===== config.mk =====
export PLATFORM = sky130hd
export DESIGN_NAME = pwc_top
export DESIGN_NICKNAME = d
export VERILOG_FILES = /design/src/shared/pwc_pkg.sv /design/src/pwc_prescaler.sv /design/src/pwc_src_sel.sv /design/src/pwc_top.sv
export VERILOG_INCLUDE_DIRS = /design/src /design/src/shared
export SDC_FILE = /design/constraint.sdc
export NUM_CORES = 1
export LEC_CHECK = 0
export ABC_AREA = 1
export BUFFER_PORTS_ARGS = -buffer_cell sky130_fd_sc_hd__buf_2
export CAP_MARGIN = 10
export CORE_ASPECT_RATIO = 1.5
export CORE_MARGIN = 2
export CORE_UTILIZATION = 58
export CTS_CLUSTER_SIZE = 40
export DETAILED_ROUTE_END_ITERATION = 7
export PLACE_DENSITY = 0.86
export RECOVER_POWER = 100
export SYNTH_ARGS = -nofsm -noshare
export SYNTH_HDL_FRONTEND = slang
export SYNTH_SLANG_ARGS = --single-unit

===== constraint.sdc =====
create_clock -name pclk -period 4.27 [get_ports pclk]
set_input_delay 0.854 -clock pclk [delete_from_list [all_inputs] [get_ports pclk]]
set_output_delay 0.854 -clock pclk [all_outputs]
set_load 0.02 [all_outputs]

===== src/shared/pwc_defs.svh =====
// register offsets, field positions, reset values and codes of the pwm config block
`ifndef PWC_DEFS_SVH
`define PWC_DEFS_SVH
`define PWC_ADDR_W 8
`define PWC_OFS_CLOCK_CTL 8'h00
`define PWC_OFS_RELOAD_CTL 8'h04
`define PWC_OFS_OFFSET_CTL 8'h08
`define PWC_OFS_PHASE_HI 8'h0C
`define PWC_OFS_PHASE_LO 8'h10
`define PWC_OFS_DUTY_HI 8'h14
`define PWC_OFS_DUTY_LO 8'h18
`define PWC_OFS_PERIOD_HI 8'h1C
`define PWC_OFS_PERIOD_LO 8'h20
`define PWC_OFS_OFFSET_HI 8'h24
`define PWC_OFS_OFFSET_LO 8'h28
`define PWC_OFS_OUTPUT_CTL 8'h2C
`define PWC_OFS_STATUS 8'h30
`define PWC_CTL_RESET 8'h00
`define PWC_CNT_RESET 16'h0000
`define PWC_CLK_PS_HI 6
`define PWC_CLK_PS_LO 4
`define PWC_CLK_CS_HI 1
`define PWC_CLK_CS_LO 0
`define PWC_CLK_MASK 8'h73
`define PWC_LD_ARMED 7
`define PWC_LD_TRIG 6
`define PWC_LD_SRC_HI 1
`define PWC_LD_SRC_LO 0
`define PWC_LD_MASK 8'h43
`define PWC_OF_MODE_HI 6
`define PWC_OF_MODE_LO 5
`define PWC_OF_DIR 4
`define PWC_OF_SRC_HI 1
`define PWC_OF_SRC_LO 0
`define PWC_OF_MASK 8'h73
`define PWC_OUT_BIT 0
`define PWC_SRC_NONE 2'h3
`define PWC_MODE_CENTER 2'h3
`define PWC_DIV_W 7
`endif


===== src/shared/pwc_pkg.sv =====
// shared types of the pwm config block
`default_nettype none
package pwc_pkg;
  typedef logic [7:0] pwc_byte_t;
  typedef logic [15:0] pwc_count_t;
  typedef enum logic [1:0] {
    pwc_ofm_indep,
    pwc_ofm_slave_run,
    pwc_ofm_one_shot,
    pwc_ofm_cont_slave
  } pwc_ofm_e;
endpackage
`default_nettype wire


===== src/pwc_prescaler.sv =====
// power-of-two prescaler for the selected module clock tick
`include "pwc_defs.svh"
`default_nettype none
module pwc_prescaler (
  input wire logic pclk,
  input wire logic presetn,
  input wire logic src_tick,
  input wire logic [2:0] div_sel,
  output logic tick
);
  logic [`PWC_DIV_W-1:0] cnt_ff;
  logic tick_ff;
  // mask of ones: code n divides by 2**n, code 0 passes every tick
  wire logic [`PWC_DIV_W-1:0] mask = (`PWC_DIV_W'(1) << div_sel) - `PWC_DIV_W'(1);
  wire logic wrap = src_tick && ((cnt_ff & mask) == mask);
  wire logic [`PWC_DIV_W-1:0] nxt_cnt = src_tick ? cnt_ff + `PWC_DIV_W'(1) : cnt_ff;
  // counter free-runs on source ticks; a divider change takes effect from the next source tick, without waiting for a wrap
  always_ff @(posedge pclk or negedge presetn) begin
    if (!presetn) begin
      cnt_ff <= '0;
      tick_ff <= 1'b0;
    end else begin
      cnt_ff <= nxt_cnt;
      tick_ff <= wrap;
    end
  end
  assign tick = tick_ff;
endmodule // pwc_prescaler
`default_nettype wire


===== src/pwc_src_sel.sv =====
// three-way source select with a reserved own code and reserved top code
`include "pwc_defs.svh"
`default_nettype none
module pwc_src_sel #(
  parameter logic [1:0] OWN_ID = `PWC_SRC_NONE
) (
  input wire logic [2:0] src,
  input wire logic [1:0] sel,
  output logic picked
);
  // reserved codes pick nothing so no spurious event can leak through
  wire logic reserved = (sel == `PWC_SRC_NONE) || (sel == OWN_ID);
  assign picked = reserved ? 1'b0 : src[sel];
endmodule // pwc_src_sel
`default_nettype wire


===== src/pwc_top.sv =====
// register file, double buffers, reload and offset sync of one 16-bit pwm module
//
// Implementation choices: the APB slave port and the register offsets.
`include "pwc_defs.svh"
`default_nettype none
module pwc_top #(
  parameter logic [1:0] OWN_ID = `PWC_SRC_NONE
) (
  input wire logic pclk,
  input wire logic presetn,
  input wire logic psel,
  input wire logic penable,
  input wire logic pwrite,
  input wire logic [31:0] paddr,
  input wire logic [31:0] pwdata,
  output logic [31:0] prdata,
  output logic pready,
  output logic pslverr,
  input wire logic system_clock,
  input wire logic fast_internal_osc,
  input wire logic slow_internal_osc,
  input wire logic sleep_mode,
  input wire logic [15:0] module_timer,
  input wire logic timer_counting_up,
  input wire logic [1:0] pwm_mode,
  input wire logic first_module_load_event,
  input wire logic second_module_load_event,
  input wire logic third_module_load_event,
  input wire logic first_module_offset_hit,
  input wire logic second_module_offset_hit,
  input wire logic third_module_offset_hit,
  output logic module_tick,
  output logic period_event,
  output logic load_event,
  output logic offset_hit,
  output logic timer_sync_start,
  output logic timer_sync_reset,
  output logic [15:0] lag_count,
  output logic [15:0] duty_count,
  output logic [15:0] period_count,
  output logic [15:0] offset_count,
  output logic buffered_output_control,
  output logic offset_match_direction
);

  ////////////////////////////////////////////////////////////////////////////
  // helpers

  // byte merge used by every high/low buffer half
  function automatic pwc_pkg::pwc_byte_t wr_byte(input logic hit,
                                                 input logic [31:0] data,
                                                 input pwc_pkg::pwc_byte_t old);
    wr_byte = hit ? data[7:0] : old;
  endfunction

  ////////////////////////////////////////////////////////////////////////////
  // apb decode

  logic pready_ff;
  logic pslverr_ff;
  logic [31:0] prdata_ff;
  wire logic setup = psel && !penable;
  wire logic wr_en = psel && penable && pwrite && pready_ff;
  wire logic [`PWC_ADDR_W-1:0] addr = paddr[`PWC_ADDR_W-1:0];
  wire logic hi_zero = (paddr[31:`PWC_ADDR_W] == '0);
  wire logic sel_clk = hi_zero && (addr == `PWC_OFS_CLOCK_CTL);
  wire logic sel_ld = hi_zero && (addr == `PWC_OFS_RELOAD_CTL);
  wire logic sel_of = hi_zero && (addr == `PWC_OFS_OFFSET_CTL);
  wire logic sel_phh = hi_zero && (addr == `PWC_OFS_PHASE_HI);
  wire logic sel_phl = hi_zero && (addr == `PWC_OFS_PHASE_LO);
  wire logic sel_dch = hi_zero && (addr == `PWC_OFS_DUTY_HI);
  wire logic sel_dcl = hi_zero && (addr == `PWC_OFS_DUTY_LO);
  wire logic sel_prh = hi_zero && (addr == `PWC_OFS_PERIOD_HI);
  wire logic sel_prl = hi_zero && (addr == `PWC_OFS_PERIOD_LO);
  wire logic sel_ofh = hi_zero && (addr == `PWC_OFS_OFFSET_HI);
  wire logic sel_ofl = hi_zero && (addr == `PWC_OFS_OFFSET_LO);
  wire logic sel_out = hi_zero && (addr == `PWC_OFS_OUTPUT_CTL);
  wire logic sel_sts = hi_zero && (addr == `PWC_OFS_STATUS);
  wire logic mapped = sel_clk || sel_ld || sel_of || sel_phh || sel_phl || sel_dch ||
                      sel_dcl || sel_prh || sel_prl || sel_ofh || sel_ofl || sel_out ||
                      sel_sts;

  ////////////////////////////////////////////////////////////////////////////
  // software-visible registers

  pwc_pkg::pwc_byte_t clk_ctl_ff;
  pwc_pkg::pwc_byte_t of_ctl_ff;
  logic load_armed_ff;
  logic load_on_trigger_ff;
  logic [1:0] load_src_ff;
  pwc_pkg::pwc_count_t lag_buf_ff;
  pwc_pkg::pwc_count_t duty_buf_ff;
  pwc_pkg::pwc_count_t period_buf_ff;
  pwc_pkg::pwc_count_t offset_buf_ff;
  logic out_buf_ff;

  // control fields; masks keep unimplemented positions at zero
  wire pwc_pkg::pwc_byte_t nxt_clk_ctl = (wr_en && sel_clk) ?
                                         (pwdata[7:0] & `PWC_CLK_MASK) : clk_ctl_ff;
  wire pwc_pkg::pwc_byte_t nxt_of_ctl = (wr_en && sel_of) ?
                                        (pwdata[7:0] & `PWC_OF_MASK) : of_ctl_ff;
  wire logic [2:0] prescale_select = clk_ctl_ff[`PWC_CLK_PS_HI:`PWC_CLK_PS_LO];
  wire logic [1:0] clock_source = clk_ctl_ff[`PWC_CLK_CS_HI:`PWC_CLK_CS_LO];
  wire pwc_pkg::pwc_ofm_e offset_mode =
    pwc_pkg::pwc_ofm_e'(of_ctl_ff[`PWC_OF_MODE_HI:`PWC_OF_MODE_LO]);
  wire logic offset_dir_buf = of_ctl_ff[`PWC_OF_DIR];
  wire logic [1:0] offset_trigger_source = of_ctl_ff[`PWC_OF_SRC_HI:`PWC_OF_SRC_LO];

  // buffer writes land only in the shadow copies, never in the live counts
  wire pwc_pkg::pwc_count_t nxt_lag_buf = {wr_byte(wr_en && sel_phh, pwdata, lag_buf_ff[15:8]),
                                           wr_byte(wr_en && sel_phl, pwdata, lag_buf_ff[7:0])};
  wire pwc_pkg::pwc_count_t nxt_duty_buf = {wr_byte(wr_en && sel_dch, pwdata, duty_buf_ff[15:8]),
                                            wr_byte(wr_en && sel_dcl, pwdata, duty_buf_ff[7:0])};
  wire pwc_pkg::pwc_count_t nxt_period_buf =
    {wr_byte(wr_en && sel_prh, pwdata, period_buf_ff[15:8]),
     wr_byte(wr_en && sel_prl, pwdata, period_buf_ff[7:0])};
  wire pwc_pkg::pwc_count_t nxt_offset_buf =
    {wr_byte(wr_en && sel_ofh, pwdata, offset_buf_ff[15:8]),
     wr_byte(wr_en && sel_ofl, pwdata, offset_buf_ff[7:0])};
  wire logic nxt_out_buf = (wr_en && sel_out) ? pwdata[`PWC_OUT_BIT] : out_buf_ff;

  ////////////////////////////////////////////////////////////////////////////
  // clock source select and prescaler

  // system clock halts in sleep; both internal oscillators keep going
  wire logic sys_tick_run = system_clock && !sleep_mode;
  wire logic src_tick;
  pwc_src_sel #(.OWN_ID(`PWC_SRC_NONE)) u_clk_sel (
    .src({slow_internal_osc, fast_internal_osc, sys_tick_run}),
    .sel(clock_source),
    .picked(src_tick)
  );

  wire logic tick;
  pwc_prescaler u_prescaler (
    .pclk(pclk),
    .presetn(presetn),
    .src_tick(src_tick),
    .div_sel(prescale_select),
    .tick(tick)
  );

  ////////////////////////////////////////////////////////////////////////////
  // trigger selects

  wire logic load_trig;
  pwc_src_sel #(.OWN_ID(OWN_ID)) u_load_sel (
    .src({third_module_load_event, second_module_load_event, first_module_load_event}),
    .sel(load_src_ff),
    .picked(load_trig)
  );

  wire logic offset_trig;
  pwc_src_sel #(.OWN_ID(OWN_ID)) u_offset_sel (
    .src({third_module_offset_hit, second_module_offset_hit, first_module_offset_hit}),
    .sel(offset_trigger_source),
    .picked(offset_trig)
  );

  ////////////////////////////////////////////////////////////////////////////
  // reload sequencing

  logic trig_seen_ff;
  logic load_event_ff;
  logic period_event_ff;
  pwc_pkg::pwc_count_t lag_live_ff;
  pwc_pkg::pwc_count_t duty_live_ff;
  pwc_pkg::pwc_count_t period_live_ff;
  pwc_pkg::pwc_count_t offset_live_ff;
  logic out_live_ff;
  logic dir_live_ff;

  // period end: timer reaches the live period on a module tick
  wire logic period_hit = tick && (module_timer == period_live_ff);
  // a trigger caught in this same cycle is only seen from the next cycle,
  // so a trigger coinciding with the period end waits one more period
  wire logic trig_ok = !load_on_trigger_ff || trig_seen_ff;
  // the armed flag is read registered, so setting it at period match defers
  wire logic do_load = period_hit && load_armed_ff && trig_ok;
  wire logic sw_ld_wr = wr_en && sel_ld;
  // software set wins over the hardware clear; software clear cancels arming
  wire logic nxt_load_armed = sw_ld_wr ? pwdata[`PWC_LD_ARMED] :
                              (do_load ? 1'b0 : load_armed_ff);
  // trigger memory lives only while armed and waiting on a trigger
  wire logic nxt_trig_seen = (!load_armed_ff || !load_on_trigger_ff || do_load) ? 1'b0 :
                             (trig_seen_ff || load_trig);

  // reload control register and trigger tracking
  always_ff @(posedge pclk or negedge presetn) begin
    if (!presetn) begin
      load_armed_ff <= 1'b0;
      load_on_trigger_ff <= 1'b0;
      load_src_ff <= '0;
      trig_seen_ff <= 1'b0;
      load_event_ff <= 1'b0;
      period_event_ff <= 1'b0;
    end else begin
      load_armed_ff <= nxt_load_armed;
      load_on_trigger_ff <= sw_ld_wr ? pwdata[`PWC_LD_TRIG] : load_on_trigger_ff;
      load_src_ff <= sw_ld_wr ? pwdata[`PWC_LD_SRC_HI:`PWC_LD_SRC_LO] : load_src_ff;
      trig_seen_ff <= nxt_trig_seen;
      load_event_ff <= do_load;
      period_event_ff <= period_hit;
    end
  end

  // all shadow words move to the live set in one edge
  always_ff @(posedge pclk or negedge presetn) begin
    if (!presetn) begin
      lag_live_ff <= `PWC_CNT_RESET;
      duty_live_ff <= `PWC_CNT_RESET;
      period_live_ff <= `PWC_CNT_RESET;
      offset_live_ff <= `PWC_CNT_RESET;
      out_live_ff <= 1'b0;
      dir_live_ff <= 1'b0;
    end else if (do_load) begin
      lag_live_ff <= lag_buf_ff;
      duty_live_ff <= duty_buf_ff;
      period_live_ff <= period_buf_ff;
      offset_live_ff <= offset_buf_ff;
      out_live_ff <= out_buf_ff;
      dir_live_ff <= offset_dir_buf;
    end
  end

  ////////////////////////////////////////////////////////////////////////////
  // offset match and slave synchronisation

  logic offset_hit_ff;
  logic sync_start_ff;
  logic sync_reset_ff;
  logic module_tick_ff;
  // direction only matters when the timer runs center-aligned
  wire logic center = (pwm_mode == `PWC_MODE_CENTER);
  wire logic dir_ok = !center || (timer_counting_up == dir_live_ff);
  wire logic nxt_offset_hit = tick && (module_timer == offset_live_ff) && dir_ok;
  wire logic slave = (offset_mode != pwc_pkg::pwc_ofm_indep);
  // start is asked for in every slave mode; the timer itself stops after
  // one period in one-shot mode, which keeps this block free of run state
  wire logic nxt_sync_start = slave && offset_trig;
  wire logic nxt_sync_reset = (offset_mode == pwc_pkg::pwc_ofm_cont_slave) && offset_trig;

  // match, sync and tick flags, each registered one pclk behind its condition
  always_ff @(posedge pclk or negedge presetn) begin
    if (!presetn) begin
      offset_hit_ff <= 1'b0;
      sync_start_ff <= 1'b0;
      sync_reset_ff <= 1'b0;
      module_tick_ff <= 1'b0;
    end else begin
      offset_hit_ff <= nxt_offset_hit;
      sync_start_ff <= nxt_sync_start;
      sync_reset_ff <= nxt_sync_reset;
      module_tick_ff <= tick;
    end
  end

  ////////////////////////////////////////////////////////////////////////////
  // register storage

  // shadow buffers and control bytes; counts reset to zero
  always_ff @(posedge pclk or negedge presetn) begin
    if (!presetn) begin
      clk_ctl_ff <= `PWC_CTL_RESET;
      of_ctl_ff <= `PWC_CTL_RESET;
      lag_buf_ff <= `PWC_CNT_RESET;
      duty_buf_ff <= `PWC_CNT_RESET;
      period_buf_ff <= `PWC_CNT_RESET;
      offset_buf_ff <= `PWC_CNT_RESET;
      out_buf_ff <= 1'b0;
    end else begin
      clk_ctl_ff <= nxt_clk_ctl;
      of_ctl_ff <= nxt_of_ctl;
      lag_buf_ff <= nxt_lag_buf;
      duty_buf_ff <= nxt_duty_buf;
      period_buf_ff <= nxt_period_buf;
      offset_buf_ff <= nxt_offset_buf;
      out_buf_ff <= nxt_out_buf;
    end
  end

  ////////////////////////////////////////////////////////////////////////////
  // read mux and apb answer

  wire pwc_pkg::pwc_byte_t ld_rd = {load_armed_ff, load_on_trigger_ff, 4'h0, load_src_ff};
  wire pwc_pkg::pwc_byte_t sts_rd = {5'h00, trig_seen_ff, dir_live_ff, out_live_ff};
  wire pwc_pkg::pwc_byte_t rd_byte =
    sel_clk ? clk_ctl_ff :
    sel_ld  ? ld_rd :
    sel_of  ? of_ctl_ff :
    sel_phh ? lag_buf_ff[15:8] :
    sel_phl ? lag_buf_ff[7:0] :
    sel_dch ? duty_buf_ff[15:8] :
    sel_dcl ? duty_buf_ff[7:0] :
    sel_prh ? period_buf_ff[15:8] :
    sel_prl ? period_buf_ff[7:0] :
    sel_ofh ? offset_buf_ff[15:8] :
    sel_ofl ? offset_buf_ff[7:0] :
    sel_out ? {7'h00, out_buf_ff} :
    sel_sts ? sts_rd : 8'h00;

  // answer prepared in setup so the access phase completes with no wait
  always_ff @(posedge pclk or negedge presetn) begin
    if (!presetn) begin
      pready_ff <= 1'b0;
      pslverr_ff <= 1'b0;
      prdata_ff <= 32'h0000_0000;
    end else begin
      pready_ff <= setup;
      pslverr_ff <= setup && !mapped;
      prdata_ff <= setup ? {24'h00_0000, rd_byte} : prdata_ff;
    end
  end

  ////////////////////////////////////////////////////////////////////////////
  // outputs

  assign prdata = prdata_ff;
  assign pready = pready_ff;
  assign pslverr = pslverr_ff;
  assign module_tick = module_tick_ff;
  assign period_event = period_event_ff;
  assign load_event = load_event_ff;
  assign offset_hit = offset_hit_ff;
  assign timer_sync_start = sync_start_ff;
  assign timer_sync_reset = sync_reset_ff;
  assign lag_count = lag_live_ff;
  assign duty_count = duty_live_ff;
  assign period_count = period_live_ff;
  assign offset_count = offset_live_ff;
  assign buffered_output_control = out_live_ff;
  assign offset_match_direction = dir_live_ff;

endmodule // pwc_top
`default_nettype wire

==> flow_metrics.tcl <==
set metrics [dict create \
    wl_mm 22.64 \
    max_stage_delay_ns 0.81 \
    hold_ws_ns 0.4819 \
    yosysUniqueCellTypes 47 \
    grt_pass1_vias 6923 \
    synth.most_common_cell "nand2_1" \
    worstPathRequired_ns 4.63 \
    cp.depth 12 \
    hold_viol_final 0 \
    cts_num_sinks 170 \
    maxCapViolations 1 \
    yosys_warnings 0 \
    power.leakage_nw 4.503 \
    reg2reg_depth 11 \
    synth.top_cell.area_share 0.5282 \
    hold_class "reg -> reg" \
    gp_congestion 0.9797 \
    dieArea_um2 14860 \
    timing.final.crit_period_ns 3.234 \
    ys_ff_latch 170 \
    die_y_um 148.3 \
    port_buffers 155 \
    die_w_um 100.2 \
    worst_pin_slew_ns 2.313 \
    yosysSeqAreaShare 0.5282 \
    synth_area_per_cell_um2 8.260 \
    async_flop_share 1.000 \
    timing.setup.tns_ns 0 \
    synth_top_area_cell "dfrtp_1" \
    synthFlopType "dfrtp_1" \
    pre_cts_slack_ns 0.9887 \
    grt.overflow.total 0 \
    cts_buffer_depth 2 \
    crit_chain "buf_2, inv_1, o21ai_1, a221oi_1, nand2_1, a211oi_1, and3_1, nand2_1, inv_1, clkbuf_1, nand2_1, nand2_1" \
    worstSetupPathType "in -> reg" \
    hold_buffers 0 \
    layout.nets 1225 \
    wl_per_cell_um 17.40 \
    rsz0062_at_grt "no" \
    clk_latency_ns 0.43 \
    numCtsBuffers 17 \
    critPathCaptureType "flip-flop" \
    critPathSlowestCell "clkbuf_1" \
    drive_above_1_share 0.1124 \
    maxSlewHeadroom -0.5418 \
    dr.first_iter.drc_count 689 \
    final-max-slew-violation-count 94 \
    setup_viol 0 \
    htreeDepth 4 \
    syn_inst 975 \
    ios 204 \
    worstPathArrival_ns 3.60 \
    ir_drop_mv 0.2782 \
    coreArea_um2 13530 \
    grt_pass1_wl_mm 35.40 \
    setup_slack_ns 1.036 \
    post-dp-hpwl_mm 15.87 \
    cts_tree "built" \
    finalCritPeriodShare 0.7575 \
    cp_max_fo 22 \
    holdPathStages 2 \
    synth_area_leaders "dfrtp_1 53%, nand2_1 14%, o21ai_0 7.9%, inv_1 4.0%, buf_4 2.4%" \
    area.growth.synth_to_final_pct 15.66 \
    post_cts_buffers 0 \
    start_util 0.5951 \
    cp_top_family "buffers and inverters" \
    crit_path_start_kind "primary input" \
    critical_path_buf_inv_count 4 \
    route.vias.total 7417 \
    drc_errors 0 \
    antenna_found_initial 0 \
    vias_per_cell 5.701 \
    grt_max_degree 95 \
    clock.fmax_mhz 309.2 \
    grtUsageTotal 0.3104 \
    syn_area_um2 8054 \
    rows 52 \
    synthTopCellsByCount "311 x nand2_1, 170 x dfrtp_1, 127 x o21ai_0, 86 x inv_1, 50 x nor2_1" \
    status "finished, violations left" \
    post_cts_resized 0 \
    cpMostUsedCell "nand2_1" \
    antenna_cells 0 \
    ant_nets 0 \
    synth_edf_count 0 \
    violations "capacitance limit, slew limit" \
    first_pass_iters 6 \
    path_clk_slew_ns 0.07 \
    clock_skew_ns 0.01059 \
    powerDensity_nw_per_um2 373.0 \
    clockRootBuffer "clkbuf_16" \
]
path summary, 6_finish.rpt:
check	start	end	slack, ns
max in group asynchronous	presetn	offset_hit	1.79
worst max-delay path	module_timer[14]	lag_count[15]	1.04
worst max register to register	period_count[11]	lag_count[15]	1.19
worst min-delay path	duty_count[4]	duty_count[4]	0.48
worst min register to register	duty_count[4]	duty_count[4]	0.48
min in group asynchronous	presetn	period_count[12]	1.08
sequential cells by signal, summed over array words and instances, names as in the netlist, 2 cells and up:
name	cells
duty_buf_ff	16
duty_count	16
period_count	16
u_prescaler.cnt_ff	7
of_ctl_ff	5
lag_buf_ff	16
prdata	8
period_buf_ff	16
offset_buf_ff	16
clk_ctl_ff	5
load_src_ff	2
offset_count	16
lag_count	16
where the power goes:
part           internal [mW]  switching [mW]
Sequential              1.64          0.0295
Clock                  0.919           0.657
Combinational         0.0706           0.157
metrics by stage:
step / instance area (µm²) / utilization / power, mW / instances
floorplan: 8140 / - / 1.826 / 998
global placement: 8880 / 0.6562 / 1.918 / 1269
detailed placement: 8880 / 0.6562 / 1.926 / 1269
CTS: 9485 / 0.7009 / 3.479 / 1301
global route: 9315 / 0.6883 / 3.575 / 1301
finish: 9315 / 0.6883 / 3.475 / 1301
placed cells by master, fill, tap and decap left out, drive strengths merged, types with 2 or more instances in the layout:
master,n
o2111ai,5
dfrtp,170
clkinvlp,2
conb,24
o221ai,2
buf,73
nor4,6
a211oi,3
a22o,2
clkinv,5
xor2,11
inv,102
nor2,59
o22ai,8
xnor2,4
o211ai,4
a221oi,3
nand3,24
or2,4
nand2,313
nand4,17
clkbuf,108
nor3,10
a21oi,29
bufinv,2
o21bai,2
o21ai,137
cell type report:
| type | instances | area [µm²] |
|---|---|---|
| Clock buffer | 21 | 470.5 |
| Tap cell | 162 | 202.7 |
| Multi-Input combinational cell | 677 | 3168 |
| Inverter | 100 | 375.4 |
| Clock inverter | 11 | 135.1 |
| Fill cell | 1103 | 4218 |
| Timing Repair Buffer | 160 | 709.4 |
| Sequential cell | 170 | 4254 |
worst min-delay path, cell delays in order, from the launching register on:
cell     delay (ns)
dfrtp_1        0.34
nand2_1        0.05
nand2_1        0.05
kinds of logic (layout without fill, tap and decap cells):
group           Yosys count  in the layout  share of synthesized area
compound gates          200            200                     0.1366
xor+xnor                 15             15                    0.01631
fa+ha+maj                 1              1                   0.001553
buf+inv                 151            292                    0.08358
flops                   170            170                     0.5282
mux                       1              1                   0.001398
other cells               1             24                  0.0004656
simple gates            436            436                     0.2319
routing by layer:
layer | up-vias | wire length (µm) | track usage
met3 | 72 | 1425 | 0.05122
met5 | - | 0 | 0
li1 | 3440 | - | -
met2 | 386 | 11580 | 0.5265
met1 | 3519 | 8843 | 0.3908
met4 | 0 | 785 | 0.1356
Note: power is estimated with default switching activity, not from simulation.
